===== src/boiler_limit_pkg.sv =====
// Package: register map, field layouts, constants and carriers for the limit and override block
package boiler_limit_pkg;

    // Register byte offsets
    localparam logic [7:0] OFS_CTRL     = 8'h00;
    localparam logic [7:0] OFS_HW_LIM   = 8'h04;
    localparam logic [7:0] OFS_AC_SP    = 8'h08;
    localparam logic [7:0] OFS_RISE     = 8'h0C;
    localparam logic [7:0] OFS_STATUS   = 8'h10;

    // Control register fields
    localparam int CTRL_HW_LIM_EN   = 0;
    localparam int CTRL_HW_RESP_LO  = 1;
    localparam int CTRL_HEAT_AC_EN  = 3;
    localparam int CTRL_HW_AC_EN    = 4;
    localparam int CTRL_HEAT_AC_FOFF = 5;
    localparam int CTRL_HW_AC_FOFF  = 6;
    localparam int CTRL_RISE_EN     = 7;
    localparam logic [31:0] CTRL_RST = 32'h0000_0000;
    localparam logic [31:0] CTRL_MASK = 32'h0000_00FF;

    // Temperatures are whole degrees F, two's complement, 12 bits
    localparam int TW = 12;
    localparam logic [TW-1:0] HW_BAND_DEGF = 12'h005;
    localparam logic [TW-1:0] AC_HYST_DEGF = 12'h004;

    // Rise-rate sampling: one sample every 6 s, ten samples per minute
    localparam int  SAMPLE_MS       = 6000;
    localparam int  CLK_MHZ         = 200;
    localparam int  SAMPLE_CYC      = SAMPLE_MS * 1000 * CLK_MHZ;
    localparam int  SAMPLES_PER_MIN = 10;
    localparam int  SEC_MS          = 1000;
    localparam int  SEC_CYC         = SEC_MS * 1000 * CLK_MHZ;

    typedef enum logic [1:0] {
        RESP_LOCKOUT = 2'b00,
        RESP_RECYCLE = 2'b01,
        RESP_SUSPEND = 2'b10
    } hw_resp_t;

    typedef enum logic [1:0] {
        SRC_NONE     = 2'b00,
        SRC_CENTRAL  = 2'b01,
        SRC_HOTWATER = 2'b10,
        SRC_LEADLAG  = 2'b11
    } demand_src_t;

    typedef struct packed {
        logic signed [TW-1:0] hot_water;
        logic signed [TW-1:0] outlet;
        logic signed [TW-1:0] central_src;
    } temps_t;

    typedef struct packed {
        logic frost_heat;
        logic frost_hw;
        logic outlet_limit_heat;
    } pump_req_t;

endpackage : boiler_limit_pkg


===== src/boiler_limit_override.sv =====
// Hot-water high limit, anticondensation and outlet rise-rate limit with AXI4-Lite registers
//
// The register addresses and the AXI4-Lite interface to the registers were decided locally.
`timescale 1ns/1ps
`default_nettype none
module boiler_limit_override #(
    parameter int SAMPLE_CYCLES = boiler_limit_pkg::SAMPLE_CYC,
    parameter int SEC_CYCLES    = boiler_limit_pkg::SEC_CYC
) (
    // Clock and reset
    input  wire logic                              clk_sys_i,
    input  wire logic                              rst_n_i,
    // AXI4-Lite slave
    input  wire logic [7:0]                        s_axi_awaddr,
    input  wire logic                              s_axi_awvalid,
    output logic                                   s_axi_awready,
    input  wire logic [31:0]                       s_axi_wdata,
    input  wire logic [3:0]                        s_axi_wstrb,
    input  wire logic                              s_axi_wvalid,
    output logic                                   s_axi_wready,
    output logic [1:0]                             s_axi_bresp,
    output logic                                   s_axi_bvalid,
    input  wire logic                              s_axi_bready,
    input  wire logic [7:0]                        s_axi_araddr,
    input  wire logic                              s_axi_arvalid,
    output logic                                   s_axi_arready,
    output logic [31:0]                            s_axi_rdata,
    output logic [1:0]                             s_axi_rresp,
    output logic                                   s_axi_rvalid,
    input  wire logic                              s_axi_rready,
    // Sensors and burner state
    input  wire boiler_limit_pkg::temps_t          temps_i,
    input  wire boiler_limit_pkg::demand_src_t     demand_src_i,
    input  wire logic                              firing_i,
    input  wire boiler_limit_pkg::pump_req_t       pump_req_i,
    input  wire logic                              ac_rate_win_i,
    // To burner sequencer, rate arbiter and pumps
    output logic                                   lockout_o,
    output logic                                   recycle_hold_o,
    output logic                                   hw_suspend_o,
    output logic                                   safety_limit_o,
    output logic                                   rise_alert_o,
    output logic                                   ac_rate_req_o,
    output logic                                   ac_rate_sel_hw_o,
    output logic                                   ac_rate_apply_o,
    output logic                                   heat_pump_off_o,
    output logic                                   hw_pump_off_o
);

    ////////////////////////////////////////////////////////////////////////////
    // Registers
    logic [31:0] ctrl_ff;
    logic [31:0] hw_lim_ff;
    logic [31:0] ac_sp_ff;
    logic [31:0] rise_ff;
    logic        aw_got_ff;
    logic        w_got_ff;
    logic [7:0]  awaddr_ff;
    logic [31:0] wdata_ff;
    logic [3:0]  wstrb_ff;
    logic        do_write;
    logic [31:0] status;

    assign s_axi_awready = !aw_got_ff && !s_axi_bvalid;
    assign s_axi_wready  = !w_got_ff && !s_axi_bvalid;
    assign s_axi_arready = !s_axi_rvalid;
    assign do_write      = aw_got_ff && w_got_ff && !s_axi_bvalid;

    function automatic logic [31:0] merge(input logic [31:0] old, input logic [31:0] nw,
                                          input logic [3:0] st);
        logic [31:0] r;
        r = old;
        for (int i = 0; i < 4; i++) begin
            if (st[i]) begin
                r[i*8 +: 8] = nw[i*8 +: 8];
            end
        end
        return r;
    endfunction : merge

    always_ff @(posedge clk_sys_i or negedge rst_n_i) begin
        if (!rst_n_i) begin
            aw_got_ff <= 1'b0;
            w_got_ff  <= 1'b0;
            awaddr_ff <= 8'h00;
            wdata_ff  <= 32'h0000_0000;
            wstrb_ff  <= 4'h0;
        end else begin
            if (s_axi_awvalid && s_axi_awready) begin
                aw_got_ff <= 1'b1;
                awaddr_ff <= s_axi_awaddr;
            end else if (do_write) begin
                aw_got_ff <= 1'b0;
            end
            if (s_axi_wvalid && s_axi_wready) begin
                w_got_ff <= 1'b1;
                wdata_ff <= s_axi_wdata;
                wstrb_ff <= s_axi_wstrb;
            end else if (do_write) begin
                w_got_ff <= 1'b0;
            end
        end
    end

    always_ff @(posedge clk_sys_i or negedge rst_n_i) begin
        if (!rst_n_i) begin
            ctrl_ff   <= boiler_limit_pkg::CTRL_RST;
            hw_lim_ff <= 32'h0000_0000;
            ac_sp_ff  <= 32'h0000_0000;
            rise_ff   <= 32'h0000_0000;
        end else if (do_write) begin
            unique case (awaddr_ff[7:2])
                boiler_limit_pkg::OFS_CTRL[7:2]:
                    ctrl_ff <= merge(ctrl_ff, wdata_ff, wstrb_ff) & boiler_limit_pkg::CTRL_MASK;
                boiler_limit_pkg::OFS_HW_LIM[7:2]: hw_lim_ff <= merge(hw_lim_ff, wdata_ff, wstrb_ff);
                boiler_limit_pkg::OFS_AC_SP[7:2]:  ac_sp_ff  <= merge(ac_sp_ff, wdata_ff, wstrb_ff);
                boiler_limit_pkg::OFS_RISE[7:2]:   rise_ff   <= merge(rise_ff, wdata_ff, wstrb_ff);
                default: ;
            endcase
        end
    end

    always_ff @(posedge clk_sys_i or negedge rst_n_i) begin
        if (!rst_n_i) begin
            s_axi_bvalid <= 1'b0;
            s_axi_bresp  <= 2'h0;
        end else if (do_write) begin
            s_axi_bvalid <= 1'b1;
            s_axi_bresp  <= (awaddr_ff <= boiler_limit_pkg::OFS_RISE) ? 2'h0 : 2'h2;
        end else if (s_axi_bready) begin
            s_axi_bvalid <= 1'b0;
        end
    end

    always_ff @(posedge clk_sys_i or negedge rst_n_i) begin
        if (!rst_n_i) begin
            s_axi_rvalid <= 1'b0;
            s_axi_rdata  <= 32'h0000_0000;
            s_axi_rresp  <= 2'h0;
        end else if (s_axi_arvalid && s_axi_arready) begin
            s_axi_rvalid <= 1'b1;
            s_axi_rresp  <= 2'h0;
            unique case (s_axi_araddr[7:2])
                boiler_limit_pkg::OFS_CTRL[7:2]:   s_axi_rdata <= ctrl_ff;
                boiler_limit_pkg::OFS_HW_LIM[7:2]: s_axi_rdata <= hw_lim_ff;
                boiler_limit_pkg::OFS_AC_SP[7:2]:  s_axi_rdata <= ac_sp_ff;
                boiler_limit_pkg::OFS_RISE[7:2]:   s_axi_rdata <= rise_ff;
                boiler_limit_pkg::OFS_STATUS[7:2]: s_axi_rdata <= status;
                default: begin
                    s_axi_rdata <= 32'h0000_0000;
                    s_axi_rresp <= 2'h2;
                end
            endcase
        end else if (s_axi_rready) begin
            s_axi_rvalid <= 1'b0;
        end
    end

    ////////////////////////////////////////////////////////////////////////////
    // Settings
    logic signed [11:0] hw_sp;
    logic signed [11:0] heat_ac_sp;
    logic signed [11:0] hw_ac_sp;
    logic signed [11:0] rise_lim;
    logic [15:0]        rise_delay_s;
    boiler_limit_pkg::hw_resp_t hw_resp;

    assign hw_sp        = hw_lim_ff[11:0];
    assign heat_ac_sp   = ac_sp_ff[11:0];
    assign hw_ac_sp     = ac_sp_ff[27:16];
    assign rise_lim     = rise_ff[11:0];
    // Delay held as minutes (bits 23:16) and seconds (bits 31:24)
    assign rise_delay_s = 16'(rise_ff[23:16]) * 16'd60 + 16'(rise_ff[31:24]);
    assign hw_resp      = boiler_limit_pkg::hw_resp_t'(
                          ctrl_ff[boiler_limit_pkg::CTRL_HW_RESP_LO +: 2]);

    ////////////////////////////////////////////////////////////////////////////
    // Hot-water high limit
    logic hw_lim_act_ff;
    logic hw_lock_ff;
    logic hw_hit;
    logic hw_clear;
    logic hw_en;

    assign hw_en    = ctrl_ff[boiler_limit_pkg::CTRL_HW_LIM_EN];
    assign hw_hit   = hw_en && (temps_i.hot_water >= hw_sp);
    assign hw_clear = temps_i.hot_water < (hw_sp - $signed(boiler_limit_pkg::HW_BAND_DEGF));

    always_ff @(posedge clk_sys_i or negedge rst_n_i) begin
        if (!rst_n_i) begin
            hw_lim_act_ff <= 1'b0;
        end else if (!hw_en) begin
            hw_lim_act_ff <= 1'b0;
        end else if (hw_hit) begin
            hw_lim_act_ff <= 1'b1;
        end else if (hw_clear) begin
            hw_lim_act_ff <= 1'b0;
        end
    end

    // Lockout stays latched; only a reset ends it
    always_ff @(posedge clk_sys_i or negedge rst_n_i) begin
        if (!rst_n_i) begin
            hw_lock_ff <= 1'b0;
        end else if (hw_hit && hw_resp == boiler_limit_pkg::RESP_LOCKOUT) begin
            hw_lock_ff <= 1'b1;
        end
    end

    ////////////////////////////////////////////////////////////////////////////
    // Anticondensation
    logic heat_ac_ff;
    logic hw_ac_ff;
    logic heat_fire;
    logic hw_src;

    assign heat_fire = firing_i && (demand_src_i == boiler_limit_pkg::SRC_CENTRAL ||
                       demand_src_i == boiler_limit_pkg::SRC_LEADLAG);
    assign hw_src = firing_i && demand_src_i == boiler_limit_pkg::SRC_HOTWATER;

    always_ff @(posedge clk_sys_i or negedge rst_n_i) begin
        if (!rst_n_i) begin
            heat_ac_ff <= 1'b0;
        end else if (!(ctrl_ff[boiler_limit_pkg::CTRL_HEAT_AC_EN] && heat_fire)) begin
            heat_ac_ff <= 1'b0;
        end else if (temps_i.outlet < heat_ac_sp) begin
            heat_ac_ff <= 1'b1;
        end else if (temps_i.central_src >=
                     heat_ac_sp + $signed(boiler_limit_pkg::AC_HYST_DEGF)) begin
            heat_ac_ff <= 1'b0;
        end
    end

    always_ff @(posedge clk_sys_i or negedge rst_n_i) begin
        if (!rst_n_i) begin
            hw_ac_ff <= 1'b0;
        end else if (!(ctrl_ff[boiler_limit_pkg::CTRL_HW_AC_EN] && hw_src)) begin
            hw_ac_ff <= 1'b0;
        end else if (temps_i.outlet < hw_ac_sp) begin
            hw_ac_ff <= 1'b1;
        end else if (temps_i.outlet >=
                     hw_ac_sp + $signed(boiler_limit_pkg::AC_HYST_DEGF)) begin
            hw_ac_ff <= 1'b0;
        end
    end

    ////////////////////////////////////////////////////////////////////////////
    // Outlet rise rate
    logic [31:0]        samp_cnt_ff;
    logic signed [11:0] prev_ff;
    logic               samp_valid_ff;
    logic               rise_hold_ff;
    logic [31:0]        sec_cnt_ff;
    logic [15:0]        hold_s_ff;
    logic signed [15:0] rate;
    logic               tick;
    logic               rise_en;

    assign rise_en = ctrl_ff[boiler_limit_pkg::CTRL_RISE_EN];
    assign tick    = samp_cnt_ff == 32'(SAMPLE_CYCLES - 1);
    assign rate    = 16'(temps_i.outlet - prev_ff) * 16'(boiler_limit_pkg::SAMPLES_PER_MIN);

    always_ff @(posedge clk_sys_i or negedge rst_n_i) begin
        if (!rst_n_i) begin
            samp_cnt_ff   <= 32'h0000_0000;
            prev_ff       <= 12'sh000;
            samp_valid_ff <= 1'b0;
        end else if (!rise_en) begin
            samp_cnt_ff   <= 32'h0000_0000;
            samp_valid_ff <= 1'b0;
        end else begin
            samp_cnt_ff <= tick ? 32'h0000_0000 : samp_cnt_ff + 32'h0000_0001;
            if (tick) begin
                prev_ff       <= temps_i.outlet;
                samp_valid_ff <= 1'b1;
            end
        end
    end

    always_ff @(posedge clk_sys_i or negedge rst_n_i) begin
        if (!rst_n_i) begin
            rise_hold_ff <= 1'b0;
            rise_alert_o <= 1'b0;
            sec_cnt_ff   <= 32'h0000_0000;
            hold_s_ff    <= 16'h0000;
        end else begin
            rise_alert_o <= 1'b0;
            if (rise_en && tick && samp_valid_ff && rate > 16'(rise_lim)) begin
                rise_hold_ff <= 1'b1;
                rise_alert_o <= 1'b1;
                sec_cnt_ff   <= 32'h0000_0000;
                hold_s_ff    <= rise_delay_s;
            end else if (rise_hold_ff) begin
                if (hold_s_ff == 16'h0000) begin
                    rise_hold_ff <= 1'b0;
                end else if (sec_cnt_ff == 32'(SEC_CYCLES - 1)) begin
                    sec_cnt_ff <= 32'h0000_0000;
                    hold_s_ff  <= hold_s_ff - 16'h0001;
                end else begin
                    sec_cnt_ff <= sec_cnt_ff + 32'h0000_0001;
                end
            end
        end
    end

    ////////////////////////////////////////////////////////////////////////////
    // Outputs
    logic hw_lim_pump_on;

    // High limit in force asks the central-heat pump to keep running
    assign hw_lim_pump_on = hw_lim_act_ff;

    always_ff @(posedge clk_sys_i or negedge rst_n_i) begin
        if (!rst_n_i) begin
            lockout_o        <= 1'b0;
            recycle_hold_o   <= 1'b0;
            hw_suspend_o     <= 1'b0;
            safety_limit_o   <= 1'b0;
            ac_rate_req_o    <= 1'b0;
            ac_rate_sel_hw_o <= 1'b0;
            ac_rate_apply_o  <= 1'b0;
            heat_pump_off_o  <= 1'b0;
            hw_pump_off_o    <= 1'b0;
        end else begin
            lockout_o      <= hw_lock_ff;
            recycle_hold_o <= (hw_lim_act_ff && hw_resp == boiler_limit_pkg::RESP_RECYCLE)
                              || rise_hold_ff;
            hw_suspend_o   <= hw_lim_act_ff && hw_resp == boiler_limit_pkg::RESP_SUSPEND;
            safety_limit_o <= hw_en && (hw_resp == boiler_limit_pkg::RESP_LOCKOUT ||
                              hw_resp == boiler_limit_pkg::RESP_RECYCLE);
            ac_rate_req_o    <= heat_ac_ff || hw_ac_ff;
            ac_rate_sel_hw_o <= hw_ac_ff;
            ac_rate_apply_o  <= (heat_ac_ff || hw_ac_ff) && ac_rate_win_i;
            heat_pump_off_o <= heat_ac_ff && ctrl_ff[boiler_limit_pkg::CTRL_HEAT_AC_FOFF] &&
                               !(pump_req_i.frost_heat || pump_req_i.outlet_limit_heat ||
                                 hw_lim_pump_on);
            hw_pump_off_o  <= hw_lim_act_ff ||
                              (hw_ac_ff && ctrl_ff[boiler_limit_pkg::CTRL_HW_AC_FOFF] &&
                               !pump_req_i.frost_hw);
        end
    end

    assign status = {24'h000000, 1'b0, rise_hold_ff, hw_ac_ff, heat_ac_ff,
                     heat_pump_off_o, hw_pump_off_o, hw_lock_ff, hw_lim_act_ff};

    ////////////////////////////////////////////////////////////////////////////
    // Checks
    a_hw_pump_forced: assert property (@(posedge clk_sys_i) disable iff (!rst_n_i)
        hw_lim_act_ff |=> hw_pump_off_o) else $error("hot-water pump not forced off");
    a_hw_lim_enable: assert property (@(posedge clk_sys_i) disable iff (!rst_n_i)
        !hw_en |=> !hw_lim_act_ff) else $error("limit active while disabled");
    a_hw_lim_trigger: assert property (@(posedge clk_sys_i) disable iff (!rst_n_i)
        hw_hit |=> hw_lim_act_ff) else $error("limit not latched on trigger");
    a_lockout_stays: assert property (@(posedge clk_sys_i) disable iff (!rst_n_i)
        hw_hit && hw_resp == boiler_limit_pkg::RESP_LOCKOUT |-> ##2 lockout_o[*3])
        else $error("lockout not held");
    a_ac_needs_fire: assert property (@(posedge clk_sys_i) disable iff (!rst_n_i)
        !firing_i |=> !heat_ac_ff && !hw_ac_ff) else $error("override without firing");
    a_heat_pump_prio: assert property (@(posedge clk_sys_i) disable iff (!rst_n_i)
        pump_req_i.frost_heat |=> !heat_pump_off_o) else $error("frost pump overridden");
    a_rate_win: assert property (@(posedge clk_sys_i) disable iff (!rst_n_i)
        !ac_rate_win_i |=> !ac_rate_apply_o) else $error("rate applied without win");
    a_rise_alert: assert property (@(posedge clk_sys_i) disable iff (!rst_n_i)
        rise_alert_o |-> rise_hold_ff ##1 recycle_hold_o)
        else $error("alert without hold");
    a_rise_enable: assert property (@(posedge clk_sys_i) disable iff (!rst_n_i)
        !rise_en |=> !rise_alert_o) else $error("alert while disabled");

endmodule : boiler_limit_override
`default_nettype wire


===== config.mk =====
export PLATFORM = sky130hd
export DESIGN_NAME = boiler_limit_override
export DESIGN_NICKNAME = d
export VERILOG_FILES = /design/src/boiler_limit_pkg.sv /design/src/boiler_limit_override.sv
export SDC_FILE = /design/constraint.sdc
export NUM_CORES = 1
export LEC_CHECK = 0
export ABC_CLOCK_PERIOD_IN_PS = 6620
export BUFFER_PORTS_ARGS = -buffer_cell sky130_fd_sc_hd__buf_4
export CAP_MARGIN = 30
export CORE_ASPECT_RATIO = 0.75
export CORE_MARGIN = 8
export CORE_UTILIZATION = 45
export CTS_CLUSTER_DIAMETER = 30
export DETAILED_ROUTE_END_ITERATION = 10
export SLEW_MARGIN = 20
export SYNTH_ARGS = -nofsm -noshare
export SYNTH_HDL_FRONTEND = slang
export SYNTH_SLANG_ARGS = --single-unit

===== constraint.sdc =====
create_clock -name clk_sys_i -period 6.62 [get_ports clk_sys_i]
set_input_delay 0.662 -clock clk_sys_i [delete_from_list [all_inputs] [get_ports clk_sys_i]]
set_output_delay 0.662 -clock clk_sys_i [all_outputs]
set_load 0.005 [all_outputs]

# After elaboration in Yosys (flattened, before gate mapping)
# Cells that the tools add are included.
dict set report op_classes {
  n_eq_ne 19
  n_reduce_logical 64
  muxes 35
  add_sub_neg 8
  n_lt_le_gt_ge 8
  n_mul 2
}
# cell count
set ops {}
lappend ops {{$mux 32} 6}
lappend ops {{$pmux 32 s5} 1}
lappend ops {{$add 32x1->32 const B} 2}
lappend ops {{$mux 16} 4}
lappend ops {{$reduce_and 3->1} 14}
lappend ops {{$ge 12x12->1} 3}
lappend ops {{$lt 12x12->1} 3}
lappend ops {{$eq 32x28->1 const B} 1}
lappend ops {{$eq 32x31->1 const B} 1}
lappend ops {{$add 12x4->12 const B} 2}
lappend ops {{$eq 6x2->1 const B} 4}
lappend ops {{$logic_and 1x1->1} 24}
lappend ops {{$mux 1} 22}
lappend ops {{$gt 16x12->1} 1}
lappend ops {{$logic_not 16->1} 1}
lappend ops {{$sub 16x1->16 const B} 1}
lappend ops {{$add 14x8->15} 1}
lappend ops {{$mul 13x4->15 const B} 1}
lappend ops {{$sub 12x12->13} 1}
lappend ops {{$eq 6x1->1 const B} 2}
lappend ops {{$logic_not 6->1} 2}
lappend ops {{$mul 8x4->12 const B} 1}
lappend ops {{$reduce_bool 2->1} 6}
lappend ops {{$sub 12x4->12 const B} 1}
lappend ops {{other kinds (13)} 31}
dict set report word_totals {
  in_bits 102
  out_inout_bits 51
  word_cells 179
  reg_bits 296
}

# Logic depth before layout (Yosys ltp)
dict set report logic_depth {
  word_depth 6
  ltp_mapped 27
  ltp_nobuf 26
}

# Worst setup path before layout
# Ideal clock, no wire load.
dict set report synth_path {
  kind {input-to-reg}
  from {in temps_i[12] (netlist name)}
  to {reg sec_cnt_ff[15]}
  path_buffers 1
  required_ns 6.541
  setup_ns 0.079
  t_arrival_ns 5.930
  slack_ns 0.610
  path_stages 25
  cell_sequence {inv_1 -> ha_1 -> fa_1 -> nor2b_1 -> o21ai_0 -> nand2b_1 -> a31o_2 -> o21ai_0 -> o311ai_0 -> xor2_1 -> ha_1 -> and3_1 -> a21oi_1 -> o21ai_0 -> o41ai_1 -> xnor2_1 -> ha_1 -> nand4_1 -> a211oi_1 -> or3_1 -> o21bai_1 -> a21oi_1 -> buf_2 -> nor4b_1 -> mux2i_1}
}
dict set report synth_between {
  elab_chain_cells 6
  word_cells_on_any_way 8
  cone_classes {add/sub: 1; mul: 1; order compare: 1; eq/ne: 1; mux: 1; reduce/logical: 3}
}
# element line
set synth_lines {}
lappend synth_lines {{start, declared} boiler_limit_override.sv:32} ;# input wire boiler_limit_pkg::temps_t temps_i,
lappend synth_lines {{$sub 12x12->13 (*)} boiler_limit_override.sv:261} ;# assign rate = 16'(temps_i.outlet - prev_ff) * 16'(boiler_limit_pkg::SAMPLES_PER_MIN);
lappend synth_lines {{$mul 13x4->15 (*)} boiler_limit_override.sv:261}
lappend synth_lines {{$gt 16x12->1 (*)} boiler_limit_override.sv:288} ;# if (rise_en && tick && samp_valid_ff && rate > 16'(rise_lim)) begin
lappend synth_lines {{$logic_and 1x1->1 (*)} boiler_limit_override.sv:288}
lappend synth_lines {{$ne 2x2->1 (no source line) or $reduce_bool 2->1 (tied branches)} --}
lappend synth_lines {{$reduce_and 2->1 (no source line)} --}
lappend synth_lines {{end signal, assigned} boiler_limit_override.sv:300} ;# sec_cnt_ff <= sec_cnt_ff + 32'h0000_0001;
lappend synth_lines {{end, declared} boiler_limit_override.sv:253} ;# logic [31:0] sec_cnt_ff;
# Every way passes the cells marked *; elsewhere a longest branch is shown, timed or not.
# A chain may end at the register's enable or synchronous reset.

# Worst setup path after layout
dict set report layout_path {
  from {reg prev_ff[0]}
  to {reg sec_cnt_ff[25]}
}
dict set report layout_between {
  elab_chain_cells 6
  word_cells_on_any_way 8
  cone_classes {add/sub: 1; mul: 1; order compare: 1; eq/ne: 1; mux: 1; reduce/logical: 3}
}
# element line
set layout_lines {}
lappend layout_lines {{start, declared} boiler_limit_override.sv:250} ;# logic signed [11:0] prev_ff;
lappend layout_lines {{start signal, assigned} boiler_limit_override.sv:274} ;# prev_ff <= temps_i.outlet;
lappend layout_lines {{$sub 12x12->13 (*)} boiler_limit_override.sv:261}
lappend layout_lines {{$mul 13x4->15 (*)} boiler_limit_override.sv:261}
lappend layout_lines {{$gt 16x12->1 (*)} boiler_limit_override.sv:288}
lappend layout_lines {{$logic_and 1x1->1 (*)} boiler_limit_override.sv:288}
lappend layout_lines {{$ne 2x2->1 (no source line) or $reduce_bool 2->1 (tied branches)} --}
lappend layout_lines {{$reduce_and 2->1 (no source line)} --}
# Marks and branches as above.

==> qor.json <==
{
  "cts": {
    "cts.repair_timing.setup_buffer_count": 0,
    "cts_num_sinks": 294,
    "numCtsBuffers": 66,
    "holdBufCountCts": 0,
    "post_cts.resized_instances": 0,
    "worst_case_clock_buffer_depth": 3,
    "cts-root-buf": "sky130_fd_sc_hd__clkbuf_16",
    "clk_latency_ns": 0.57,
    "cts_tree": "built",
    "htree_num_levels": 3,
    "clk_transition_reported_paths_ns": 0.05
  },
  "setup_path": {
    "critical-path-top-cell-by-count": "sky130_fd_sc_hd__ha_1",
    "critPathLaunchType": "register",
    "crit_fanout": 28,
    "path_cells": "ha_1 -> fa_1 -> nor2b_1 -> o21ai_0 -> nand2b_1 -> xor2_1 -> ha_1 -> ha_1 -> a21o_1 -> a21oi_1 -> nor2b_1 -> o41ai_1 -> o21ai_0 -> o41ai_1 -> xnor2_1 -> ha_1 -> nand4_1 -> a211oi_1 -> or3_1 -> o311a_2 -> a21oi_4 -> buf_12 -> nand2b_1 -> o41ai_1",
    "critical_path_endpoint_category": "register",
    "timing.critical_path.arrival_ns": 6.59,
    "worst-setup-path-type": "register to register",
    "critical-path-slowest-cell": "sky130_fd_sc_hd__fa_1",
    "crit_start": "prev_ff[0]",
    "worstPathBufferInverterCount": 1,
    "reg2reg_setup_slack_ns": 0.46,
    "critical_path.reg2reg.startpoint": "prev_ff[0]",
    "worst_endpoint_required_time_ns": 7.05,
    "max_stage_delay_ns": 0.43,
    "worst_path_dominant_cell_family": "compound AO/OA/AOI/OAI gates",
    "reg2reg_to": "sec_cnt_ff[25]",
    "worst_r2r_path_depth": 24
  },
  "routing": {
    "antenna_left": 0,
    "routed-via-count": 13900,
    "post_drt_via_cell_ratio": 5.57,
    "drt_first_pass_iters": 5,
    "drt_drc_violations_left": 0,
    "wl_um": 47500,
    "routedWlPerCell_um": 19.0,
    "initialDrtViolationCount": 915
  },
  "power_and_ir_drop": {
    "vdd_ir_drop_max_uv": 265,
    "totalPowerFinal_uw": 8630,
    "power_per_cell_area_nw_per_um2": 398,
    "cellLeakagePower_uw": 0.00983
  },
  "layout": {
    "antennaDiodeCount": 0,
    "drive_above_1_share_pct": 21.9,
    "flow.area_growth_from_synthesis_pct": 23.0,
    "finalNetCount": 2198
  },
  "floorplan": {
    "dieWidth_um": 245,
    "coreArea_um2": 38500,
    "die_area_um2": 45800,
    "floorplan.io_pins": 153,
    "floorplan.die.height_um": 187,
    "initial_core_util_pct": 45.8,
    "row_count": 62
  },
  "place": {
    "pre_cts_ws_ns": 0.0195,
    "buffer_ports.inserted": 148,
    "finalWeightedCongestion": 0.868,
    "detailed_place_hpwl_um": 34300
  },
  "grt": {
    "number_of_global_route_vias_before_repair": 13900,
    "maximum_number_of_pins_on_one_net_before_global_route_repair": 172,
    "globalRouteTotalUtil_pct": 20.7,
    "grt.overflow.total": 0,
    "initial_antenna_violation_count": 0,
    "first_pass_grt_wire_length_um": 77000
  },
  "synthesis": {
    "synth.lib_cells_used.distinct": 69,
    "asyncSetResetFlopFracSynth_pct": 100,
    "netlist_area_before_placement_um2": 17600,
    "ys_seq_area_share_pct": 41.7,
    "dominantRegCellSynth": "sky130_fd_sc_hd__dfrtp_1",
    "synth_area_per_cell_um2": 10.0,
    "synthesis.instances": 1756,
    "synth_edf_count": 0,
    "yosysWarnings": 0,
    "postSynthRegisterBits": 294
  },
  "run_status": {
    "outcome": "finished, final reports clean"
  },
  "timing": {
    "fin_worst_hold_slack_ns": 0.152,
    "period_share_pct": 93.0,
    "setup_repair_after_global_routing_missed_its_margin": "false",
    "max_clock_freq_mhz": 162,
    "setup_slack_ns": 0.462,
    "fin_setup_tns_ns": 0,
    "final_hold_viol_count": 0,
    "final_period_minus_worst_setup_slack_ns": 6.16,
    "timing.clock.skew_ns": 0.0204,
    "finalSetupViolations": 0,
    "final_max_slew_viol_count": 0,
    "worst_pin_slew_ns": 1.00,
    "slew-limit-headroom_pct": 33.2
  },
  "run": {
    "max-cap-violations": 0
  },
  "worst_hold_path": {
    "min_path_type": "primary input to async pin"
  }
}
-- registers in the layout, indices dropped and copies added, names as in the netlist, 4 cells and up --
register / flops
hold_s_ff: 16
sec_cnt_ff: 32
rise_ff: 32
ac_sp_ff: 32
wstrb_ff: 4
wdata_ff: 32
ctrl_ff: 8
awaddr_ff: 8
samp_cnt_ff: 32
hw_lim_ff: 32
s_axi_rdata: 32
prev_ff: 12
-- logic make-up after synthesis --
group	after synthesis	share of synthesized area (%)
AOI/OAI and AO/OA	341	12.3
DFF	294	41.7
and+or+nand+nor	552	15.8
buffers and inverters	169	3.78
other	1	0.0213
muxes	141	9.42
adders and majority gates	158	11.9
xor gates and xnor gates	100	4.97
-- worst max path at each step --
stage          cells after the start             end  slack (ns)
6_report                          24  sec_cnt_ff[25]        0.46
5_1_grt                           24  sec_cnt_ff[13]        0.05
4_1_cts                           24  sec_cnt_ff[25]        0.48
3_5_place_dp                      26  sec_cnt_ff[25]        0.02
3_3_place_gp                      26  sec_cnt_ff[25]        0.22
2_1_floorplan                     25  sec_cnt_ff[15]        0.61
-- Yosys cell counts, types with 19 or more instances --
cell type / number / area, um2
sky130_fd_sc_hd__a22oi_1: 31 / 233
sky130_fd_sc_hd__clkbuf_1: 44 / 165
sky130_fd_sc_hd__dfrtp_1: 294 / 7360
sky130_fd_sc_hd__and3_1: 22 / 138
sky130_fd_sc_hd__nand2b_1: 34 / 213
sky130_fd_sc_hd__nor3_1: 28 / 140
sky130_fd_sc_hd__mux2_2: 119 / 1340
sky130_fd_sc_hd__nor4_1: 19 / 119
sky130_fd_sc_hd__ha_1: 142 / 1780
sky130_fd_sc_hd__nor2_1: 105 / 394
sky130_fd_sc_hd__xor2_1: 44 / 385
sky130_fd_sc_hd__nand4_1: 28 / 175
sky130_fd_sc_hd__nand3_1: 56 / 280
sky130_fd_sc_hd__inv_1: 108 / 405
sky130_fd_sc_hd__nand2_1: 173 / 649
sky130_fd_sc_hd__a21oi_1: 55 / 275
sky130_fd_sc_hd__o21ai_0: 131 / 656
sky130_fd_sc_hd__nor2b_1: 19 / 119
sky130_fd_sc_hd__xnor2_1: 56 / 490
-- worst reg2reg max path: stages (launching register included) --
cell	delay [ns]
sky130_fd_sc_hd__dfrtp_1	0.38
sky130_fd_sc_hd__ha_1	0.22
sky130_fd_sc_hd__fa_1	0.43
sky130_fd_sc_hd__nor2b_1	0.12
sky130_fd_sc_hd__o21ai_0	0.09
sky130_fd_sc_hd__nand2b_1	0.15
sky130_fd_sc_hd__xor2_1	0.23
sky130_fd_sc_hd__ha_1	0.30
sky130_fd_sc_hd__ha_1	0.30
sky130_fd_sc_hd__a21o_1	0.17
sky130_fd_sc_hd__a21oi_1	0.22
sky130_fd_sc_hd__nor2b_1	0.10
sky130_fd_sc_hd__o41ai_1	0.39
sky130_fd_sc_hd__o21ai_0	0.20
sky130_fd_sc_hd__o41ai_1	0.33
sky130_fd_sc_hd__xnor2_1	0.19
sky130_fd_sc_hd__ha_1	0.29
sky130_fd_sc_hd__nand4_1	0.14
sky130_fd_sc_hd__a211oi_1	0.07
sky130_fd_sc_hd__or3_1	0.39
sky130_fd_sc_hd__o311a_2	0.42
sky130_fd_sc_hd__a21oi_4	0.32
sky130_fd_sc_hd__buf_12	0.22
sky130_fd_sc_hd__nand2b_1	0.08
sky130_fd_sc_hd__o41ai_1	0.28
-- final cells by class --
cell class,count,area (um2)
fill,3305,16800
multi-input combinational,1294,9630
sequential,294,7360
clock buffer,80,1850
timing repair buffer,173,1350
tap,512,641
clock inverter,36,448
inverter,109,409
-- power by group --
| group | switching [uW] | total (uW) | internal (uW) |
|---|---|---|---|
| clock | 1060 | 3350 | 2300 |
| combinational | 1410 | 2640 | 1230 |
| sequential | 432 | 2630 | 2200 |
-- layout by cell type (no fill, tap or decap), drive strengths merged, types with 6 or more instances in the layout --
master / count
dfrtp: 294
nand2: 173
buf: 172
ha: 142
o21ai: 131
mux2: 119
inv: 115
nor2: 105
clkbuf: 81
xnor2: 56
nand3: 56
a21oi: 56
xor2: 44
nand2b: 34
a22oi: 31
nor3: 29
nand4: 28
and3: 22
nor4: 20
nor2b: 19
o21a: 17
o41ai: 17
fa: 16
o311ai: 15
mux2i: 14
clkinv: 14
a21o: 12
o211ai: 12
and4: 10
and2: 10
or3: 9
nor4b: 9
mux4: 8
bufinv: 8
clkinvlp: 8
a31oi: 8
a211oi: 7
nand3b: 6
-- routing by layer --
layer	global-route usage, %	wire (um)	up-vias
li1	-	-	6678
met1	30.7	23800	6782
met2	29.4	19700	362
met3	4.75	2900	93
met4	6.02	1120	0
met5	0	0	-
-- through the flow --
step,instances,utilization (%),area (um2)
finish,2498,56.3,21700
global route,2498,56.3,21700
CTS,2497,56.3,21700
detailed placement,2381,50.4,19400
global placement,2380,50.4,19400
floorplan,1757,-,17600
No activity file was read; power rests on OpenSTA's default activity.
